### src/uart_regs_pkg.sv
package uart_regs_pkg;

  // ----------------------------------------
  // Register map (word addresses)
  // ----------------------------------------
  localparam logic [3:0] ADDR_MODE_SELECT = 4'h0;
  localparam logic [3:0] ADDR_LINE_STATUS = 4'h1;
  localparam logic [3:0] ADDR_IRQ_STATUS = 4'h2;
  localparam logic [3:0] ADDR_IRQ_MASK = 4'h3;
  localparam logic [3:0] ADDR_EVENT_IN = 4'h4;

  // ----------------------------------------
  // Mode select fields and reset values
  // ----------------------------------------
  localparam int BIT_ATTENTION = 1;
  localparam int BIT_BREAK = 2;
  localparam int BIT_TX_DMA = 4;
  localparam int BIT_RX_DMA = 5;
  localparam int BIT_FLOW_IRQ = 6;
  localparam int BIT_RTS_CTRL = 7;
  localparam logic [7:0] MODE_WRITABLE = 8'hf6;
  localparam logic [7:0] MODE_RESET = 8'h00;
  localparam logic [7:0] STATUS_RESET = 8'h00;

  // ----------------------------------------
  // Interrupt event bits
  // ----------------------------------------
  localparam int EV_FLOW = 0;
  localparam int EV_STATUS = 1;
  localparam int EV_ADDR_FRAME = 2;
  localparam logic [2:0] IRQ_RESET = 3'h0;

  typedef enum logic [2:0] {
    BUS_IDLE = 3'b001,
    BUS_RESP = 3'b010,
    BUS_DONE = 3'b100
  } bus_state_t;

endpackage : uart_regs_pkg

### src/uart_reg_if.sv
`timescale 1ns/1ps
interface uart_reg_if;
  logic [7:0] line_status;
  logic [7:0] status_set;
  modport owner (output line_status, output status_set);
  modport source (input line_status, input status_set);
endinterface : uart_reg_if

### src/uart_mode_and_status_regs.sv
`timescale 1ns/1ps
// Summary of operation
// - Mode register clears to zero on reset
// - Bit 6 gates flow-control interrupts
// - Bit 7 set drives ready-to-send low
// - Status register read-only, writes ignored
// - Status register clears on reset
module uart_mode_and_status_regs
  import uart_regs_pkg::*;
(
  input wire logic clk_sys_in,
  input wire logic sys_rst_in,
  input wire logic [3:0] avs_address_in,
  input wire logic avs_read_in,
  input wire logic avs_write_in,
  input wire logic [31:0] avs_writedata_in,
  input wire logic [3:0] avs_byteenable_in,
  output logic [31:0] avs_readdata_out,
  output logic avs_waitrequest_out,
  input wire logic [7:0] status_flags_in,
  input wire logic flow_event_in,
  input wire logic addr_frame_done_in,
  input wire logic tx_data_in,
  output logic tx_data_out,
  output logic ready_to_send_n_out,
  output logic tx_dma_enable_out,
  output logic rx_dma_enable_out,
  output logic attention_mode_out,
  output logic irq_out
);
  logic [7:0] mode_reg;
  logic [2:0] irq_status_reg;
  logic [2:0] irq_mask_reg;
  logic [31:0] rdata_next;
  bus_state_t state_reg;
  logic access;
  logic wr_hit;
  logic rd_status_irq;
  logic [2:0] events;
  logic [2:0] irq_status_next;
  logic [2:0] irq_mask_next;
  logic mask_hit;
  uart_reg_if st_if ();

  uart_line_status_store u_status (
    .clk_sys_in(clk_sys_in),
    .sys_rst_in(sys_rst_in),
    .flags_in(status_flags_in),
    .st(st_if.owner)
  );

  // ----------------------------------------
  // Avalon slave: one wait cycle, then answer
  // ----------------------------------------
  assign access = (avs_read_in || avs_write_in) && state_reg == BUS_RESP;
  assign wr_hit = access && avs_write_in && avs_byteenable_in[0];
  assign rd_status_irq = access && avs_read_in && avs_address_in == ADDR_IRQ_STATUS;

  always_ff @(posedge clk_sys_in)
  begin
    if (sys_rst_in)
      state_reg <= BUS_IDLE;
    else
    begin
      case (state_reg)
        BUS_IDLE: if (avs_read_in || avs_write_in) state_reg <= BUS_RESP;
        BUS_RESP: state_reg <= BUS_DONE;
        BUS_DONE: state_reg <= BUS_IDLE;
        default: state_reg <= BUS_IDLE;
      endcase
    end
  end

  always_ff @(posedge clk_sys_in)
  begin
    if (sys_rst_in)
      avs_waitrequest_out <= 1'b1;
    else
      avs_waitrequest_out <= !(state_reg == BUS_IDLE && (avs_read_in || avs_write_in));
  end

  always_comb
  begin
    rdata_next = 32'h0;
    case (avs_address_in)
      ADDR_MODE_SELECT: rdata_next[7:0] = mode_reg;
      ADDR_LINE_STATUS: rdata_next[7:0] = st_if.line_status;
      ADDR_IRQ_STATUS: rdata_next[2:0] = irq_status_reg;
      ADDR_IRQ_MASK: rdata_next[2:0] = irq_mask_reg;
      default: rdata_next = 32'h0;
    endcase
  end

  always_ff @(posedge clk_sys_in)
  begin
    if (sys_rst_in)
      avs_readdata_out <= 32'h0;
    else if (state_reg == BUS_IDLE && avs_read_in)
      avs_readdata_out <= rdata_next;
  end

  // ----------------------------------------
  // Mode select register
  // ----------------------------------------
  // Reserved bits masked so a careless write cannot set them
  always_ff @(posedge clk_sys_in)
  begin
    if (sys_rst_in)
      mode_reg <= MODE_RESET;
    else if (wr_hit && avs_address_in == ADDR_MODE_SELECT)
      mode_reg <= avs_writedata_in[7:0] & MODE_WRITABLE;
    else if (addr_frame_done_in)
      mode_reg[BIT_ATTENTION] <= 1'b0;
  end

  // ----------------------------------------
  // Interrupt status and mask
  // ----------------------------------------
  // Flow events only count while enabled
  assign events = {addr_frame_done_in, |st_if.status_set,
                   flow_event_in & mode_reg[BIT_FLOW_IRQ]};

  // Read clears only the bits it reported; a later event survives
  assign irq_status_next = (rd_status_irq ? irq_status_reg & ~avs_readdata_out[2:0]
                            : irq_status_reg) | events;

  // Mask next value so the level output never lags a mask write
  assign mask_hit = wr_hit && avs_address_in == ADDR_IRQ_MASK;
  assign irq_mask_next = mask_hit ? avs_writedata_in[2:0] : irq_mask_reg;

  always_ff @(posedge clk_sys_in)
  begin
    if (sys_rst_in)
      irq_status_reg <= IRQ_RESET;
    else
      irq_status_reg <= irq_status_next;
  end

  always_ff @(posedge clk_sys_in)
  begin
    if (sys_rst_in)
      irq_mask_reg <= IRQ_RESET;
    else
      irq_mask_reg <= irq_mask_next;
  end

  always_ff @(posedge clk_sys_in)
  begin
    if (sys_rst_in)
      irq_out <= 1'b0;
    else
      irq_out <= |(irq_status_next & irq_mask_next);
  end

  // ----------------------------------------
  // Line outputs
  // ----------------------------------------
  always_ff @(posedge clk_sys_in)
  begin
    if (sys_rst_in)
    begin
      tx_data_out <= 1'b1;
      ready_to_send_n_out <= 1'b1;
      tx_dma_enable_out <= 1'b0;
      rx_dma_enable_out <= 1'b0;
      attention_mode_out <= 1'b0;
    end
    else
    begin
      tx_data_out <= tx_data_in & ~mode_reg[BIT_BREAK];
      ready_to_send_n_out <= ~mode_reg[BIT_RTS_CTRL];
      tx_dma_enable_out <= mode_reg[BIT_TX_DMA];
      rx_dma_enable_out <= mode_reg[BIT_RX_DMA];
      attention_mode_out <= mode_reg[BIT_ATTENTION];
    end
  end

  // ----------------------------------------
  // Assertions
  // ----------------------------------------
  a_mode_reset_zero: assert property (@(posedge clk_sys_in)
    sys_rst_in |=> mode_reg == 8'h00) else $error("mode not cleared");
  a_reserved_zero: assert property (@(posedge clk_sys_in) disable iff (sys_rst_in)
    mode_reg[3] == 1'b0 && mode_reg[0] == 1'b0) else $error("reserved bit set");
  a_flow_gated: assert property (@(posedge clk_sys_in) disable iff (sys_rst_in)
    !mode_reg[BIT_FLOW_IRQ] |-> !events[EV_FLOW]) else $error("flow irq not gated");
  a_flow_passes: assert property (@(posedge clk_sys_in) disable iff (sys_rst_in)
    mode_reg[BIT_FLOW_IRQ] && flow_event_in |=> irq_status_reg[EV_FLOW])
    else $error("flow event lost");
  a_rts_follows: assert property (@(posedge clk_sys_in) disable iff (sys_rst_in)
    ##1 ready_to_send_n_out == !$past(mode_reg[BIT_RTS_CTRL]))
    else $error("rts mismatch");
  a_status_readonly: assert property (@(posedge clk_sys_in) disable iff (sys_rst_in)
    wr_hit && avs_address_in == ADDR_LINE_STATUS |=> st_if.line_status == $past(status_flags_in))
    else $error("status written");
  a_break_low: assert property (@(posedge clk_sys_in) disable iff (sys_rst_in)
    mode_reg[BIT_BREAK] |=> !tx_data_out) else $error("break not low");
  a_no_break_pass: assert property (@(posedge clk_sys_in) disable iff (sys_rst_in)
    !mode_reg[BIT_BREAK] |=> tx_data_out == $past(tx_data_in)) else $error("tx not passed");
  a_irq_level: assert property (@(posedge clk_sys_in) disable iff (sys_rst_in)
    ##1 irq_out == |(irq_status_reg & irq_mask_reg)) else $error("irq mismatch");
  a_wait_bounded: assert property (@(posedge clk_sys_in) disable iff (sys_rst_in)
    (avs_read_in || avs_write_in) && state_reg == BUS_IDLE |=> !avs_waitrequest_out)
    else $error("no answer");
  a_read_clears: assert property (@(posedge clk_sys_in) disable iff (sys_rst_in)
    rd_status_irq && events == 3'h0 |=> (irq_status_reg & $past(avs_readdata_out[2:0])) == 3'h0)
    else $error("irq status not cleared");
  a_attn_cleared: assert property (@(posedge clk_sys_in) disable iff (sys_rst_in)
    addr_frame_done_in && !wr_hit |=> !mode_reg[BIT_ATTENTION]) else $error("attention kept");
  a_dma_copy: assert property (@(posedge clk_sys_in) disable iff (sys_rst_in)
    ##1 tx_dma_enable_out == $past(mode_reg[BIT_TX_DMA])
    && rx_dma_enable_out == $past(mode_reg[BIT_RX_DMA])) else $error("dma enable mismatch");

  c_mode_write: cover property (@(posedge clk_sys_in) wr_hit && avs_address_in == ADDR_MODE_SELECT);
  c_break_on: cover property (@(posedge clk_sys_in) mode_reg[BIT_BREAK]);
  c_irq_raised: cover property (@(posedge clk_sys_in) irq_out);
  c_status_read: cover property (@(posedge clk_sys_in) rd_status_irq && irq_status_reg != 3'h0);
  c_frame_done: cover property (@(posedge clk_sys_in) addr_frame_done_in && mode_reg[BIT_ATTENTION]);
endmodule : uart_mode_and_status_regs

### src/uart_line_status_store.sv
`timescale 1ns/1ps
module uart_line_status_store
  import uart_regs_pkg::*;
(
  input wire logic clk_sys_in,
  input wire logic sys_rst_in,
  input wire logic [7:0] flags_in,
  uart_reg_if.owner st
);
  logic [7:0] status_reg;

  // ----------------------------------------
  // Status capture, no software write path
  // ----------------------------------------
  always_ff @(posedge clk_sys_in)
  begin
    if (sys_rst_in)
      status_reg <= STATUS_RESET;
    else
      status_reg <= flags_in;
  end

  assign st.line_status = status_reg;
  // Flags about to rise, seen one cycle ahead of the register
  assign st.status_set = flags_in & ~status_reg;

  a_status_reset: assert property (@(posedge clk_sys_in)
    sys_rst_in |=> status_reg == 8'h00) else $error("status not cleared");
endmodule : uart_line_status_store

### config.mk
export PLATFORM = sky130hd
export DESIGN_NAME = uart_mode_and_status_regs
export DESIGN_NICKNAME = d
export VERILOG_FILES = /design/src/uart_regs_pkg.sv /design/src/uart_reg_if.sv /design/src/uart_mode_and_status_regs.sv /design/src/uart_line_status_store.sv
export SDC_FILE = /design/constraint.sdc
export NUM_CORES = 1
export LEC_CHECK = 0
export BUFFER_PORTS_ARGS = -buffer_cell sky130_fd_sc_hd__clkbuf_2
export CAP_MARGIN = 20
export CELL_PAD_IN_SITES_DETAIL_PLACEMENT = 1
export CELL_PAD_IN_SITES_GLOBAL_PLACEMENT = 2
export CORE_ASPECT_RATIO = 1.2
export CORE_MARGIN = 4
export CORE_UTILIZATION = 24
export DETAILED_ROUTE_END_ITERATION = 8
export PLACE_DENSITY_LB_ADDON = 0.25
export SLEW_MARGIN = 0
export SYNTH_ARGS = -nofsm -noshare
export SYNTH_HDL_FRONTEND = slang
export SYNTH_SLANG_ARGS = --single-unit
### constraint.sdc
create_clock -name clk_sys_in -period 2.6 [get_ports clk_sys_in]
set_clock_uncertainty 0.2 [all_clocks]
set_input_delay 0.78 -clock clk_sys_in [delete_from_list [all_inputs] [get_ports clk_sys_in]]
set_output_delay 0.78 -clock clk_sys_in [all_outputs]
set_load 0.05 [all_outputs]
=== Word level (Yosys, flattened, before mapping) ===
Index checks and enable logic that the tools add are counted.

* Reductions and logical operators: 15
* Bitwise logic cells: 10
* Mux-type cells: 8
* Eq/ne operators: 6

{| class="wikitable"
|+ Operator list
! kind !! number
|-
| one-hot mux 3 bit (4 select lines) || 1
|-
| one-hot mux 5 bit (2 select lines) || 1
|-
| logical AND 1 bit || 9
|-
| 2-to-1 mux 3 bit || 3
|-
| bitwise AND 8 bit || 1
|-
| == test 4 x 2 -> 1 bit, second input constant || 2
|-
| NOT 8 bit || 1
|-
| OR reduction 8 bit || 1
|-
| bitwise AND 3 bit || 2
|-
| one-hot mux 3 bit (2 select lines) || 1
|-
| == test 4 x 1 -> 1 bit, second input constant || 1
|-
| zero test 4 bit || 1
|-
| == test 3 x 1 -> 1 bit, second input constant || 1
|-
| == test 3 x 2 -> 1 bit, second input constant || 1
|-
| NOT 3 bit || 1
|-
| OR 3 bit || 1
|-
| OR reduction 3 bit || 1
|-
| bitwise AND 1 bit || 2
|-
| 2-to-1 mux 1 bit || 2
|-
| != test 2 bit, second input constant || 1
|-
| NOT 1 bit || 2
|-
| nonzero test 2 bit || 1
|-
| zero test 1 bit || 1
|-
| logical OR 1 bit || 1
|}

* Bits in registers: 38
* Word-level logic and storage cells: 53
* Input bits: 55

=== Logic depth before layout (Yosys ltp) ===
* Depth in word-level cells: 8
* Depth in mapped cells: 5

=== By module ===
Synthesis repeated with hierarchy kept, for this count alone.

* Cells, all modules: 187
* Area total of the unflattened synthesis: 1732.9 um^2

{| class="wikitable"
|+ Modules (own cells, without submodules)
! module !! cells each !! area an instance (um^2) !! instances
|-
| uart_mode_and_status_regs || 163 || 1472.7 || 1
|-
| uart_line_status_store || 24 || 260.2 || 1
|}

=== Worst setup path before layout ===
No wires, ideal clock.

* Path kind: input -> register
* Start point: input port avs_address_in[1]
* End point: register mode_reg[2]
* Data arrival time: 2.020 ns
* Setup slack: 0.250 ns
* Data required time: 2.270 ns
* Path buffers: 1
* Stages: 5
* Cell sequence: clkbuf_1 > nor3_2 > nor4b_4 > mux2i_1 > nor2_2

* Word-level cells in the longest chain between the ends: 2

{| class="wikitable"
|+ Ends and longest elaborated chain
! what !! RTL line !! RTL
|-
| start: declaration || uart_mode_and_status_regs.sv:13 || <nowiki>input wire logic [3:0] avs_address_in,</nowiki>
|-
| zero test 4 bit || uart_mode_and_status_regs.sv:110 || <nowiki>else if (wr_hit && avs_address_in == ADDR_MODE_SELECT)</nowiki>
|-
| logical AND 1 bit || uart_mode_and_status_regs.sv:110 ||
|-
| end signal: assignment || uart_mode_and_status_regs.sv:111 || <nowiki>mode_reg <= avs_writedata_in[7:0] & MODE_WRITABLE;</nowiki>
|-
| end: declaration || uart_mode_and_status_regs.sv:31 || <nowiki>logic [7:0] mode_reg;</nowiki>
|}

Every way passes these cells.
A chain may end at the register's enable or synchronous reset.

=== Worst setup path in the final report ===
* Start point: input port avs_address_in[1]
* End point: register irq_out

* Word-level cells in the longest chain between the ends: 6

{| class="wikitable"
|+ Ends and longest elaborated chain
! what !! RTL line !! RTL
|-
| == test 4 x 2 -> 1 bit || uart_mode_and_status_regs.sv:57 || <nowiki>assign rd_status_irq = access && avs_read_in && avs_address_in == ADDR_IRQ_STATUS;</nowiki>
|-
| logical AND 1 bit || uart_mode_and_status_regs.sv:57 ||
|-
| 2-to-1 mux 3 bit || uart_mode_and_status_regs.sv:124 || <nowiki>assign irq_status_next = (rd_status_irq ? irq_status_reg & ~avs_readdata_out[2:0]</nowiki>
|-
| OR 3 bit || uart_mode_and_status_regs.sv:125 || <nowiki>: irq_status_reg) | events;</nowiki>
|-
| bitwise AND 3 bit * || uart_mode_and_status_regs.sv:152 || <nowiki>irq_out <= |(irq_status_next & irq_mask_next);</nowiki>
|-
| OR reduction 3 bit * || uart_mode_and_status_regs.sv:152 ||
|-
| end signal: assignment || uart_mode_and_status_regs.sv:152 ||
|-
| end: declaration || uart_mode_and_status_regs.sv:29 || <nowiki>output logic irq_out</nowiki>
|}

Mark *: on every way between the ends. The rest lies on a longest branch, timed or not.

==> results.py <==
metrics = {
    "layout": {
        "drive_gt1_share_pct": 31.56,
        "nets": 279,
        "fillCellCount": 831,
        "final_cells": 312,
        "final-seq-area_um2": 760.7,
        "antenna_cells": 0,
        "multiInputGateArea_um2": 792.0,
        "syn2layout_area_growth_pct": 19.01,
    },
    "setup_path": {
        "endpoint_kind": "register",
        "crit_arrival_ns": 2.00,
        "r2r_slack_ns": 0.66,
        "r2r_end": "mode_reg[2]",
        "cp_data_required_time_ns": 2.55,
        "rr_startpoint": "state_reg[1]",
        "cp-start-kind": "input pin",
        "rr_worst_depth": 5,
        "cp_max_fo": 6,
        "crit_type": "in -> reg",
    },
    "clocking": {
        "cts_resized": 0,
        "clkTransAtPathRegs_ns": 0.07,
        "h-tree-depth": 2,
        "cts_setup_buffers": 0,
        "clk-insertion-delay-late_ns": 0.29,
        "clock-root-buffer": "clkbuf_8",
        "numClockSinks": 38,
        "cts_hold_buf": 0,
        "numCtsBuffers": 5,
        "cts_tree": "built",
        "clk_path_buf_depth": 2,
    },
    "synth": {
        "avgSynthCellArea_um2": 9.651,
        "synthCells": 178,
        "synth_top_cell_by_area": "dfxtp_1",
        "synth_ff_type": "dfxtp_1",
        "syn_area_mm2": 0.001718,
        "ys_seq_area_share_pct": 44.28,
        "yosysMostFrequentCell": "dfxtp_1",
        "yosysWarnings": 0,
        "ys_types": 37,
        "ys_top_cells_by_count": "dfxtp_1 (38), buf_4 (24), nor2_1 (12), nor2b_1 (12), inv_1 (10)",
        "synthArstFlopShare_pct": 0,
        "synth_edf_count": 0,
        "synth.ff_latch_count": 38,
        "synthTopCellsByArea": "dfxtp_1 (44%), buf_4 (10%), mux2i_1 (5.2%)",
        "synth_top_area_share_pct": 44.28,
    },
    "pwr": {
        "power_w": 0.001226,
        "power.leakage_nw": 0.8841,
        "ir_worst_vdd_mv": 0.2095,
        "powerDensity_mw_per_mm2": 599.6,
    },
    "global_route": {
        "antenna_found_initial": 0,
        "grt_max_degree": 18,
        "grt_pass1_wl_mm": 6.555,
        "grt.total_usage_pct": 10.02,
        "grt_overflow": 0,
        "first_global_vias": 1329,
    },
    "run": {
        "maxCapViolCount": 0,
    },
    "die": {
        "die_w_um": 85.23,
        "dieHeight_um": 100.7,
        "core_area_mm2": 0.006895,
        "rows": 33,
        "dieArea_mm2": 0.008581,
        "start_util_pct": 24.91,
        "io_pins": 94,
    },
    "outcome": {
        "status": "completed",
    },
    "placed_design": {
        "io_buffers": 41,
        "preCtsSetupSlack_ns": 0.2047,
        "gp_congestion": 0.7565,
        "place_inst": 304,
        "dp.final_hpwl_mm": 3.343,
    },
    "worst_hold_path": {
        "hold_end": "ready_to_send_n_out",
        "hold_class": "reg -> reg",
        "min_from": "mode_reg[7]",
        "holdPathStages": 1,
    },
    "routing": {
        "antenna_left": 0,
        "first_iter_violations": 52,
        "drc": 0,
        "wl_mm": 4.199,
        "via_per_inst": 4.154,
        "wire_per_inst_um": 13.46,
        "first_pass_iters": 4,
        "vias": 1296,
    },
    "timing": {
        "tns_ns": 0,
        "clock.fmax_mhz": 488.7,
        "period_share_pct": 78.70,
        "finalSetupViolations": 0,
        "worst_slack_ns": 0.5539,
        "finalMaxSlewViolations": 0,
        "hold_viol": 0,
        "layout_min_cycle_time_ns": 2.046,
        "rsz0062_at_grt": "no",
    },
}
[routing by layer]
layer / up-vias / global-route usage (%) / routed length [µm]
li1: 647 / - / -
met1: 601 / 12.17 / 1870
met2: 43 / 16.99 / 2051
met3: 5 / 2.371 / 214
met4: 0 / 4.019 / 62
met5: - / 0 / 0
[how the worst max path moves through the flow]
stage | start | endpoint | slack [ns] | depth (start not counted)
after floorplan | avs_address_in[1] | mode_reg[2] | 0.25 | 5
after CTS | avs_address_in[1] | irq_out | 0.51 | 5
final | avs_address_in[1] | irq_out | 0.55 | 5
after detailed placement | avs_address_in[1] | irq_out | 0.20 | 5
after global routing | avs_address_in[1] | irq_out | 0.44 | 5
after global placement | avs_address_in[1] | irq_out | 0.21 | 5
[report_power, final]
part | switching, W | internal, W | leakage (nW) | total, W
sequential | 0.00000902 | 0.000598 | 0.310 | 0.000607
clock | 0.000210 | 0.000213 | 0.0472 | 0.000423
combinational | 0.000147 | 0.0000488 | 0.527 | 0.000195
[critical path, cell delays in order]
cell,delay [ns]
clkbuf_2,0.19
nor3b_1,0.36
a41oi_1,0.19
o31ai_1,0.31
o221ai_1,0.16
[cell families (layout without fill, tap and decap cells)]
logic type | after synthesis | in the layout | synth area share [%]
AND/OR/NAND/NOR | 62 | 62 | 21.41
buffers and inverters | 41 | 65 | 14.64
flip-flops | 38 | 38 | 44.28
AO/OA/AOI/OAI | 21 | 21 | 8.959
multiplexers | 15 | 15 | 10.49
other | 1 | 24 | 0.2183
[through the flow]
stage / area (µm²) / hold WS [ns] / utilization [%]
final: 2044 / 0.2010 / 29.65
after CTS: 2044 / 0.2111 / 29.65
after global placement: 1949 / 0.1983 / 28.27
after global routing: 2044 / 0.2295 / 29.65
after detailed placement: 1949 / 0.1923 / 28.27
after floorplan: 1804 / 0.1678 / -
[cell usage in the layout (no fill, tap or decap), drive strengths merged, types with 6 or more instances in the layout]
cell    count
a21oi       6
nor2       17
dfxtp      38
nand2b      6
buf         6
conb       24
clkbuf     47
nor2b      12
inv        10
nand2       9
mux2i       9
[final cells by class]
class / count / area share, %
clock buffer: 6 / 4.039
clock inverter: 2 / 0.6120
inverter: 10 / 1.836
multi-input combinational: 122 / 38.74
sequential: 38 / 37.21
tap: 87 / 5.324
timing repair buffer: 47 / 12.24
Note: power is estimated with default switching activity, not from simulation.
